## src/pkg/ixf_params.svh

```systemverilog
`ifndef IXF_PARAMS_SVH
`define IXF_PARAMS_SVH

`define IXF_CHAR_W 8
`define IXF_TX_FIFO_DEPTH 8
`define IXF_CHAR_RST 8'h00
`define IXF_STAT_ERROR 8'h01
`define IXF_STAT_STOP 8'h02
`define IXF_STAT_RESUME 8'h04

`endif

```

## src/pkg/ixf_pkg.sv

```systemverilog
package ixf_pkg;

    typedef struct packed {
        logic rxEnabled;
        logic txEnabled;
        logic rxStopSent;
        logic rxResumeSent;
        logic txStopReceived;
        logic txResumeReceived;
    } ixf_status_t;

    typedef struct packed {
        logic isStatus;
        logic [7:0] data;
    } ixf_rx_word_t;

    typedef enum logic [1:0] {HOLD_DATA, HOLD_RESUME, HOLD_STOP} ixf_hold_kind_t;

    typedef enum logic {RX_IDLE, RX_SECOND} ixf_rx_state_t;

endpackage

```

## src/ixf_flow_ctrl.sv

```systemverilog
`timescale 1ns/10ps
`include "ixf_params.svh"

// ****************************************
// Transmit FIFO
// ****************************************
module ixf_fifo #(
    parameter int WIDTH = `IXF_CHAR_W,
    parameter int DEPTH = `IXF_TX_FIFO_DEPTH
) (
    input wire logic clk,
    input wire logic rst_n,
    input wire logic inValid,
    input wire logic [WIDTH-1:0] inData,
    output logic inReady,
    output logic outValid,
    output logic [WIDTH-1:0] outData,
    input wire logic outReady
);
    localparam int AW = $clog2(DEPTH);

    if (DEPTH < 2 || (1 << AW) != DEPTH) begin : g_check
        $error("ixf_fifo DEPTH must be a power of two, at least 2");
    end

    logic [WIDTH-1:0] mem [DEPTH];
    logic [AW-1:0] wrPtr, rdPtr, next_wrPtr, next_rdPtr;
    logic [AW:0] count, next_count;
    logic next_inReady, next_outValid, push, pop;

    always_comb begin
        push = inValid & inReady;
        pop = outValid & outReady;
        next_wrPtr = push ? wrPtr + 1'b1 : wrPtr;
        next_rdPtr = pop ? rdPtr + 1'b1 : rdPtr;
        next_count = count;
        if (push && !pop) begin
            next_count = count + 1'b1;
        end else if (pop && !push) begin
            next_count = count - 1'b1;
        end
        // Flags come from flops so the ready seen by the source is glitch free
        next_inReady = (next_count != (AW+1)'(DEPTH));
        next_outValid = (next_count != '0);
    end

    always_ff @(posedge clk) begin
        if (!rst_n) begin
            wrPtr <= '0;
            rdPtr <= '0;
            count <= '0;
            inReady <= 1'b0;
            outValid <= 1'b0;
        end else begin
            wrPtr <= next_wrPtr;
            rdPtr <= next_rdPtr;
            count <= next_count;
            inReady <= next_inReady;
            outValid <= next_outValid;
        end
    end

    always_ff @(posedge clk) begin
        if (push) begin
            mem[wrPtr] <= inData;
        end
    end

    assign outData = mem[rdPtr];
endmodule

// ****************************************
// In-band flow control channel
// ****************************************
module ixf_flow_ctrl #(
    parameter int TX_FIFO_DEPTH = `IXF_TX_FIFO_DEPTH
) (
    input wire logic clk,
    input wire logic rst_n,
    input wire logic [7:0] resumeCharReg,
    input wire logic [7:0] stopCharReg,
    input wire logic specialCharDetectEnable,
    input wire logic autoTxInbandEnable,
    input wire logic errorCharMatchEnable,
    input wire logic impliedResumeMode,
    input wire logic flowCharTransparency,
    input wire logic cmdSendResume,
    input wire logic cmdSendStop,
    input wire logic cmdRxEnable,
    input wire logic cmdRxDisable,
    input wire logic cmdTxEnable,
    input wire logic cmdTxDisable,
    input wire logic txInValid,
    input wire logic [7:0] txInData,
    output logic txInReady,
    output logic txOutValid,
    output logic [7:0] txOutData,
    input wire logic txOutReady,
    input wire logic rxValid,
    input wire logic [7:0] rxChar,
    input wire logic rxError,
    output logic rxFifoWrite,
    output ixf_pkg::ixf_rx_word_t rxFifoWord,
    output logic rxException,
    output ixf_pkg::ixf_status_t channelFlowStatusReg
);
    logic fifoOutValid, fifoOutReady;
    logic [7:0] fifoOutData;

    ixf_fifo #(.WIDTH(8), .DEPTH(TX_FIFO_DEPTH)) u_txFifo (
        .clk(clk),
        .rst_n(rst_n),
        .inValid(txInValid),
        .inData(txInData),
        .inReady(txInReady),
        .outValid(fifoOutValid),
        .outData(fifoOutData),
        .outReady(fifoOutReady)
    );

    // ****************************************
    // Transmit holding register and flow state
    // ****************************************
    ixf_pkg::ixf_status_t next_status;
    ixf_pkg::ixf_hold_kind_t holdKind, next_holdKind;
    logic next_txOutValid;
    logic [7:0] next_txOutData;
    logic pendResume, pendStop, next_pendResume, next_pendStop;
    logic resumeOnWire, next_resumeOnWire;
    logic holdFree, matchOk, gotStop, gotResume, restart, storeRx, flowChar;

    always_comb begin
        next_status = channelFlowStatusReg;
        next_txOutValid = txOutValid;
        next_txOutData = txOutData;
        next_holdKind = holdKind;
        next_pendResume = pendResume | cmdSendResume;
        next_pendStop = pendStop | cmdSendStop;
        next_resumeOnWire = resumeOnWire;
        fifoOutReady = 1'b0;

        matchOk = rxValid && channelFlowStatusReg.rxEnabled && specialCharDetectEnable && autoTxInbandEnable
            && (!rxError || errorCharMatchEnable);
        gotStop = matchOk && (rxChar == stopCharReg);
        gotResume = matchOk && (rxChar == resumeCharReg) && !gotStop;
        restart = channelFlowStatusReg.txStopReceived && (gotResume ||
            (impliedResumeMode && rxValid && channelFlowStatusReg.rxEnabled));

        // Received flow characters only gate loading of FIFO data into the holding register
        if (gotStop) begin
            next_status.txStopReceived = 1'b1;
            next_status.txResumeReceived = 1'b0;
        end else if (restart) begin
            next_status.txStopReceived = 1'b0;
            next_status.txResumeReceived = 1'b1;
        end

        holdFree = !txOutValid || txOutReady;
        if (txOutValid && txOutReady) begin
            next_txOutValid = 1'b0;
            if (holdKind == ixf_pkg::HOLD_RESUME) begin
                next_resumeOnWire = 1'b1;
            end
        end
        // Special characters jump the FIFO and ignore the stopped state
        if (holdFree && channelFlowStatusReg.txEnabled) begin
            if (pendStop) begin
                next_txOutValid = 1'b1;
                next_txOutData = stopCharReg;
                next_holdKind = ixf_pkg::HOLD_STOP;
                next_pendStop = cmdSendStop;
            end else if (pendResume) begin
                next_txOutValid = 1'b1;
                next_txOutData = resumeCharReg;
                next_holdKind = ixf_pkg::HOLD_RESUME;
                next_pendResume = cmdSendResume;
            end else if (fifoOutValid && !channelFlowStatusReg.txStopReceived) begin
                fifoOutReady = 1'b1;
                next_txOutValid = 1'b1;
                next_txOutData = fifoOutData;
                next_holdKind = ixf_pkg::HOLD_DATA;
                if (!restart) begin
                    next_status.txResumeReceived = 1'b0;
                end
            end
        end

        if (cmdSendStop) begin
            next_status.rxStopSent = 1'b1;
            next_status.rxResumeSent = 1'b0;
        end else if (cmdSendResume) begin
            next_status.rxStopSent = 1'b0;
            next_status.rxResumeSent = 1'b1;
            next_resumeOnWire = 1'b0;
        end else if (resumeOnWire && rxValid) begin
            next_status.rxResumeSent = 1'b0;
            next_resumeOnWire = 1'b0;
        end

        // Enable and disable beat any flag event of their own direction in the same cycle
        if (cmdRxEnable || cmdRxDisable) begin
            next_status.rxEnabled = cmdRxEnable;
            next_status.rxStopSent = 1'b0;
            next_status.rxResumeSent = 1'b0;
        end
        if (cmdTxEnable || cmdTxDisable) begin
            next_status.txEnabled = cmdTxEnable;
            next_status.txStopReceived = 1'b0;
            next_status.txResumeReceived = 1'b0;
        end
    end

    always_ff @(posedge clk) begin
        if (!rst_n) begin
            channelFlowStatusReg <= '0;
            txOutValid <= 1'b0;
            txOutData <= `IXF_CHAR_RST;
            holdKind <= ixf_pkg::HOLD_DATA;
            pendResume <= 1'b0;
            pendStop <= 1'b0;
            resumeOnWire <= 1'b0;
        end else begin
            channelFlowStatusReg <= next_status;
            txOutValid <= next_txOutValid;
            txOutData <= next_txOutData;
            holdKind <= next_holdKind;
            pendResume <= next_pendResume;
            pendStop <= next_pendStop;
            resumeOnWire <= next_resumeOnWire;
        end
    end

    // ****************************************
    // Receive path into the receive FIFO
    // ****************************************
    ixf_pkg::ixf_rx_state_t rxState, next_rxState;
    logic [7:0] rxSaved, next_rxSaved;
    logic next_rxFifoWrite, next_rxException;
    ixf_pkg::ixf_rx_word_t next_rxFifoWord;

    always_comb begin
        next_rxState = rxState;
        next_rxSaved = rxSaved;
        next_rxFifoWrite = 1'b0;
        next_rxException = 1'b0;
        next_rxFifoWord = rxFifoWord;
        flowChar = gotStop || gotResume;
        // Stop state never blocks storing, only transparency drops flow characters
        storeRx = rxValid && channelFlowStatusReg.rxEnabled && !(flowChar && flowCharTransparency);
        unique case (rxState)
            ixf_pkg::RX_IDLE: begin
                if (storeRx && (flowChar || rxError)) begin
                    next_rxFifoWrite = 1'b1;
                    next_rxException = 1'b1;
                    next_rxFifoWord.isStatus = 1'b1;
                    next_rxFifoWord.data = rxError ? `IXF_STAT_ERROR :
                        (gotStop ? `IXF_STAT_STOP : `IXF_STAT_RESUME);
                    next_rxSaved = rxChar;
                    next_rxState = ixf_pkg::RX_SECOND;
                end else if (storeRx) begin
                    next_rxFifoWrite = 1'b1;
                    next_rxFifoWord.isStatus = 1'b0;
                    next_rxFifoWord.data = rxChar;
                end
            end
            ixf_pkg::RX_SECOND: begin
                next_rxFifoWrite = 1'b1;
                next_rxFifoWord.isStatus = 1'b0;
                next_rxFifoWord.data = rxSaved;
                next_rxState = ixf_pkg::RX_IDLE;
            end
        endcase
    end

    always_ff @(posedge clk) begin
        if (!rst_n) begin
            rxState <= ixf_pkg::RX_IDLE;
            rxSaved <= `IXF_CHAR_RST;
            rxFifoWrite <= 1'b0;
            rxException <= 1'b0;
            rxFifoWord <= '0;
        end else begin
            rxState <= next_rxState;
            rxSaved <= next_rxSaved;
            rxFifoWrite <= next_rxFifoWrite;
            rxException <= next_rxException;
            rxFifoWord <= next_rxFifoWord;
        end
    end
endmodule

```

## config.mk

```make
export PLATFORM = sky130hd
export DESIGN_NAME = ixf_flow_ctrl
export DESIGN_NICKNAME = d
export VERILOG_FILES = /design/src/pkg/ixf_pkg.sv /design/src/ixf_flow_ctrl.sv
export VERILOG_INCLUDE_DIRS = /design/src /design/src/pkg
export SDC_FILE = /design/constraint.sdc
export NUM_CORES = 1
export LEC_CHECK = 0
export BUFFER_PORTS_ARGS = -buffer_cell sky130_fd_sc_hd__buf_4
export CORE_ASPECT_RATIO = 1.5
export CORE_MARGIN = 3
export CORE_UTILIZATION = 61
export CTS_BUF_LIST = sky130_fd_sc_hd__clkbuf_16
export DETAILED_ROUTE_END_ITERATION = 6
export PLACE_DENSITY = 0.84
export SETUP_SLACK_MARGIN = 0.1
export SKIP_LAST_GASP = 1
export SLEW_MARGIN = 20
export SYNTH_ARGS = -nofsm -noshare
export SYNTH_HDL_FRONTEND = slang
export SYNTH_SLANG_ARGS = --single-unit
```

## constraint.sdc

```tcl
create_clock -name clk -period 2.9 [get_ports clk]
set_input_delay 0.58 -clock clk [delete_from_list [all_inputs] [get_ports clk]]
set_output_delay 0.58 -clock clk [all_outputs]
set_load 0.05 [all_outputs]
```

# After elaboration in Yosys (flattened, before gate mapping)
# Memories as Yosys holds them, arrays and structs flattened. A register that Yosys moved wholly into a read port is not among the register bits.
# Cells that the tools add are included.
# W data, S select, Z words.
op_classes:
  n_addsub: 4
  n_eq_ne: 5
  n_mux: 52
  bitwise_logic: 6
  n_reduce_logical: 44
op_table:
  columns: ["cell", "count"]
  rows:
  - ["$mux W1", 32]
  - ["$mux W8", 3]
  - ["$logic_and A1 B1 Y1", 19]
  - ["$mux W9", 2]
  - ["$pmux W9 S2", 1]
  - ["$eq A8 B8 Y1", 2]
  - ["$mux W2", 6]
  - ["$mux W3", 4]
  - ["$mux W4", 2]
  - ["$logic_not A1 Y1", 7]
  - ["$logic_or A1 B1 Y1", 7]
  - ["$add A3 B1 Y3 const B", 2]
  - ["$reduce_bool A2 Y1", 3]
  - ["$reduce_or A2 Y1", 3]
  - ["$add A4 B1 Y4 const B", 1]
  - ["$ne A4 B4 Y1 const B", 1]
  - ["$pmux W1 S2", 2]
  - ["$reduce_and A2 Y1", 2]
  - ["$reduce_bool A4 Y1", 1]
  - ["$sub A4 B1 Y4 const B", 1]
  - ["$ne A3 B3 Y1 const B", 1]
  - ["$reduce_bool A3 Y1", 1]
  - ["$reduce_or A3 Y1", 1]
  - ["$and A1 B1 Y1", 2]
  - ["3 further kinds", 5]
totals:
  ff_bits: 52
  ram_bits: 64
  inputBits: 49
  out_inout_bits: 27
  elab_cells: 135
  mem_count: 1
mem_list:
  columns: ["name", "depth", "width", "read_ports", "rd_ports_with_merged_regs", "write_ports", "line", "source"]
  rows:
  - ["u_txFifo.mem", 8, 8, 1, 1, 1, "ixf_flow_ctrl.sv:26", "logic [WIDTH-1:0] mem [DEPTH];"]

# Logic depth before layout (Yosys ltp)
logic_depth:
  word_depth: 16
  depth_mapped: 7
  depth_no_buf: 7

# Cells and area by module
# From an unflattened synthesis, not the netlist that was laid out.
unflattened:
  hier_cells: 425
  area_unflattened_um2: 5281.3
by_module_without_submodules:
  columns: ["module", "n_inst", "cells_each", "area_each_um2", "seq_area_each_um2"]
  rows:
  - ["ixf_fifo", 1, 176, 3209.3, 2222.1]
  - ["ixf_flow_ctrl", 1, 249, 2072.0, 780.7]

# Least setup slack after synthesis
# No wires, ideal clock.
synth_timing:
  path_kind: "register -> register"
  startpoint: "register u_txFifo.inReady"
  endpoint: "memory u_txFifo.mem[0][0] (enable)"
  setup_ns: 0.383
  arrival_time_ns: 1.824
  required_time_ns: 2.517
  path_slack_ns: 0.693
  path_stages_with_launch: 5
  path_buffers: 1
  synth_period_minus_slack_ns: 2.207
  cell_sequence: "dfxtp_1 and2_1 clkbuf_1 nand2b_1 nor3_1"
synth_between:
  elab_chain_cells: 3
synth_rtl:
  columns: ["element", "line", "source"]
  rows:
  - ["start: declaration", "ixf_flow_ctrl.sv:15", "output logic inReady,"]
  - ["start signal: assignment", "ixf_flow_ctrl.sv:58", "inReady <= next_inReady;"]
  - ["$and A1 B1 Y1", "ixf_flow_ctrl.sv:32", "push = inValid & inReady;"]
  - ["$mux W1", "ixf_flow_ctrl.sv:64", "if (push) begin"]
  - ["$mux W1 (not written as such)", "ixf_flow_ctrl.sv:65", "mem[wrPtr] <= inData;"]
  - ["end: declaration", "ixf_flow_ctrl.sv:26", null]
# No other way between the ends.

# Worst setup path in the final report
layout_timing:
  startpoint: "register channelFlowStatusReg[5] (netlist bit)"
  endpoint: "register rxSaved[1]"
layout_between:
  elab_chain_cells: 13
  word_cells_on_any_way: 15
  classes_between: "15 x reduce/logical"
layout_rtl:
  columns: ["element", "line", "source"]
  rows:
  - ["start: declaration", "ixf_flow_ctrl.sv:105", "output ixf_pkg::ixf_status_t channelFlowStatusReg"]
  - ["start signal: assignment", "ixf_flow_ctrl.sv:223", "channelFlowStatusReg <= next_status;"]
  - ["$logic_and A1 B1 Y1 (*)", "ixf_flow_ctrl.sv:142, ixf_flow_ctrl.sv:249", null]
  - ["$logic_and A1 B1 Y1 (2 in a row)", "ixf_flow_ctrl.sv:142", "matchOk = rxValid && channelFlowStatusReg.rxEnabled && specialCharDetectEnable && autoTxInbandEnable"]
  - ["$logic_and A1 B1 Y1", "ixf_flow_ctrl.sv:143", "&& (!rxError || errorCharMatchEnable);"]
  - ["$logic_and A1 B1 Y1", "ixf_flow_ctrl.sv:144", "gotStop = matchOk && (rxChar == stopCharReg);"]
  - ["$logic_not A1 Y1", "ixf_flow_ctrl.sv:145", "gotResume = matchOk && (rxChar == resumeCharReg) && !gotStop;"]
  - ["$logic_and A1 B1 Y1", "ixf_flow_ctrl.sv:145", null]
  - ["$logic_or A1 B1 Y1", "ixf_flow_ctrl.sv:247", "flowChar = gotStop || gotResume;"]
  - ["$logic_and A1 B1 Y1", "ixf_flow_ctrl.sv:249", "storeRx = rxValid && channelFlowStatusReg.rxEnabled && !(flowChar && flowCharTransparency);"]
  - ["$logic_not A1 Y1", "ixf_flow_ctrl.sv:249", null]
  - ["$logic_and A1 B1 Y1", "ixf_flow_ctrl.sv:249", null]
  - ["$logic_and A1 B1 Y1 (*)", "ixf_flow_ctrl.sv:252", "if (storeRx && (flowChar || rxError)) begin"]
  - ["$reduce_and A2 Y1 (no source line) (*)", null, null]
  - ["end signal: assignment", "ixf_flow_ctrl.sv:278", "rxSaved <= `IXF_CHAR_RST;"]
  - ["end signal: assignment", "ixf_flow_ctrl.sv:284", "rxSaved <= next_rxSaved;"]
  - ["end: declaration", "ixf_flow_ctrl.sv:237", "logic [7:0] rxSaved, next_rxSaved;"]
# Every way passes the cells marked *; elsewhere a longest branch is shown, timed or not.
# A chain may end at the register's enable or synchronous reset.

==> results.yml <==
timing:
  worst_pin_slew_ns: 0.728
  period_share: 0.779
  fin_ws_ns: 0.640
  drv_slew: 0
  rsz0062_at_grt: "false"
  fin_tns_setup_ns: 0
  period_needed_ns: 2.26
  finalHoldViolations: 0
  finalSetupViolations: 0
  fin_worst_hold_slack_ns: 0.363
  fmax_mhz: 443
  clock-skew-final_ns: 0.0109
  worst_slew_margin_rel: 0.514
setup_path:
  timing.rr.start: "channelFlowStatusReg[5]"
  crit_path_max_incr_delay_ns: 0.54
  path_class: "reg -> reg"
  required_ns: 3.23
  crit_buf_inv: 0
  crit_cells: 5
  regToRegEndpoint: "rxSaved[1]"
  crit_path_end: "rxSaved[1]"
  end_kind: "flip-flop"
  ff2ff_setup_slack_ns: 0.64
  cp-start-kind: "flip-flop"
  r2r_cells: 5
  cp_cell_sequence: "nand4_1, nor4_2, and3_1, o31a_1, mux2i_1"
  crit_start: "channelFlowStatusReg[5]"
  cp_top_family: "simple AND/OR/NAND/NOR gates"
  cp.arrival_ns: 2.59
  critPathSlowestCell: "o31a_1"
  crit_fanout: 10
layout:
  layout-area-overhead-vs-synth_pct: 26.0
  postLayoutCoreUtil: 0.799
  final_nets: 561
  drive_gt1_frac: 0.276
  fillCellCount: 476
  antenna-diode-count: 0
  final_cell_area_um2: 6480
  fin_cells: 626
grt:
  grt_usage: 0.286
  grt_start_max_net_pins: 34
  antenna_found_initial: 0
  globalRouteOverflowTotal: 0
  grt_pass1_wl_um: 20100
  grt_pass1_vias: 3809
detailed_routing:
  drt-initial-drc-count: 350
  num_vias: 3799
  drc: 0
  drt.antenna.violating_nets: 0
  drt-total-wl_um: 12700
  via_per_inst: 6.07
  firstDrtPassIters: 5
  wl_per_cell_um: 20.3
flow_run:
  cap_viol_max_count: 0
power:
  ir_worst_vdd_mv: 0.625
  power_mw: 4.82
  p_leak_nw: 2.44
  power.density_nw_per_um2: 745
synth:
  synthXorXnorAreaFrac: 0.0409
  ys.warnings.count: 0
  synth_adder_area_share: 0.00973
  synth-compound-area-share: 0.0922
  synth_seq_cells: 118
  yosys.area_share.simple: 0.130
  avgSynthCellArea_um2: 12.3
  synth_top_area_share: 0.374
  seq_area_frac_synth: 0.584
  ys.flop_type: "edfxtp_1"
  ys_async_sr_fraction: 0
  syn-cell-area_um2: 5140
  synth_edf_count: 64
  synth_nets: 471
  synth_mux_area_frac: 0.119
  synth_area_leaders: "edfxtp_1 37%, dfxtp_1 21%, mux4_2 7.0%"
  synth_area_leader_cell: "edfxtp_1"
  synth_cells: 418
  synth_top_family_by_area: "simple AND/OR/NAND/NOR gates"
  synthDistinctLibCells: 54
clock_tree:
  cts_root_buf: "clkbuf_16"
  path_clk_slew_ns: 0.05
  cts_resized: 0
  cts_tree: "done"
  cts_hold_buffers: 0
  post_cts_buffers: 0
  clk_latency_ns: 0.41
  cts_max_level: 4
  cts_sinks: 118
  cts.path.max_buffers: 2
  cts_buffers: 17
placement:
  dpl.hpwl_um: 8360
  place_congestion: 0.903
  port_buffers: 75
  postPlaceCellArea_um2: 5860
  dp_slack_ns: 0.415
  dp.cells: 594
die:
  io_pins: 76
  core_area_um2: 8110
  dieArea_um2: 9590
  initial_core_util: 0.634
  die_y_um: 118
  fp-row-count: 40
  die_x_um: 81.0
worst_hold_path:
  worstHoldStart: "cmdTxDisable"
  hold_class: "in -> reg"
status:
  outcome: "finished clean"
[cell usage in the layout (no fill, tap or decap), drive strengths merged, types with 7 or more instances in the layout]
cell    netlist  final
buf           7     90
o21ai        16     16
xor2         21     21
clkbuf       12     17
nand2        49     49
nand4         9      9
mux2i        25     25
inv          10     13
dfxtp        54     54
o211ai        9      9
mux4         16     16
nor3          8      8
a31oi         7      7
a21oi        22     22
nor2         32     32
edfxtp       64     64
[cell type report]
cell class                 instances  area [µm²]  area share
timing repair buffer              90         676       0.104
clock inverter                    15         188      0.0290
inverter                          10        37.5     0.00580
sequential                       118        3000       0.464
clock buffer                      17         425      0.0657
tap                              105         131      0.0203
multi-input combinational        271        2020       0.311
[power breakdown]
| part | total (mW) | internal [mW] | switching (mW) |
|---|---|---|---|
| clock | 2.15 | 1.42 | 0.728 |
| combinational | 0.720 | 0.288 | 0.432 |
| sequential | 1.95 | 1.88 | 0.0751 |
[worst min-delay path by stage]
stage          slack, ns                 endpoint  depth (start not counted)
6_report            0.36  channelFlowStatusReg[1]                          2
5_1_grt             0.36  channelFlowStatusReg[1]                          2
4_1_cts             0.35  channelFlowStatusReg[1]                          2
3_5_place_dp        0.45               rxSaved[6]                          2
3_3_place_gp        0.44               rxSaved[7]                          2
2_1_floorplan       0.43               rxSaved[0]                          2
[per-layer routing]
| metal | share of wire | wire length, µm | up-vias | track usage |
|---|---|---|---|---|
| met2 | 0.53 | 6780 | 186 | 0.481 |
| met1 | 0.36 | 4580 | 1844 | 0.329 |
| met3 | 0.069 | 878 | 39 | 0.0793 |
| met4 | 0.036 | 456 | 0 | 0.136 |
| met5 | 0 | 0 | - | 0 |
| li1 | - | - | 1730 | - |
[cell usage after synthesis, types with 2 or more instances]
library cell  instances
or2_2                 2
o21a_1                2
nand2_1              49
nor4_4                3
nor3_1                8
inv_1                10
ha_1                  4
dfxtp_1              54
nor2_1               32
edfxtp_1             64
and2_1                5
nor2b_1               2
nand2b_1              4
nand4_1               9
xor2_1               21
o211ai_1              9
xnor2_1               3
mux4_2               16
nor3b_1               2
a31oi_1               7
buf_2                 2
and3_1                3
a21oi_1              22
clkbuf_1             12
nand3_1               3
buf_1                 3
o21ai_0              16
mux2i_1              25
[logic make-up after synthesis]
group	count (synthesis)
mux	41
simple gates	130
buf+inv	29
flops	118
fa+ha+maj	4
xor+xnor	24
compound gates	72
[registers in the layout, indices dropped and copies added (netlist names), 2 cells and up, named ones only]
register              flops
u_txFifo.count            4
rxSaved                   8
u_txFifo.rdPtr            3
u_txFifo.wrPtr            3
txOutData                 8
rxFifoWord                9
holdKind                  2
u_txFifo.mem             64
channelFlowStatusReg      6
No activity file was read; power rests on OpenSTA's default activity.
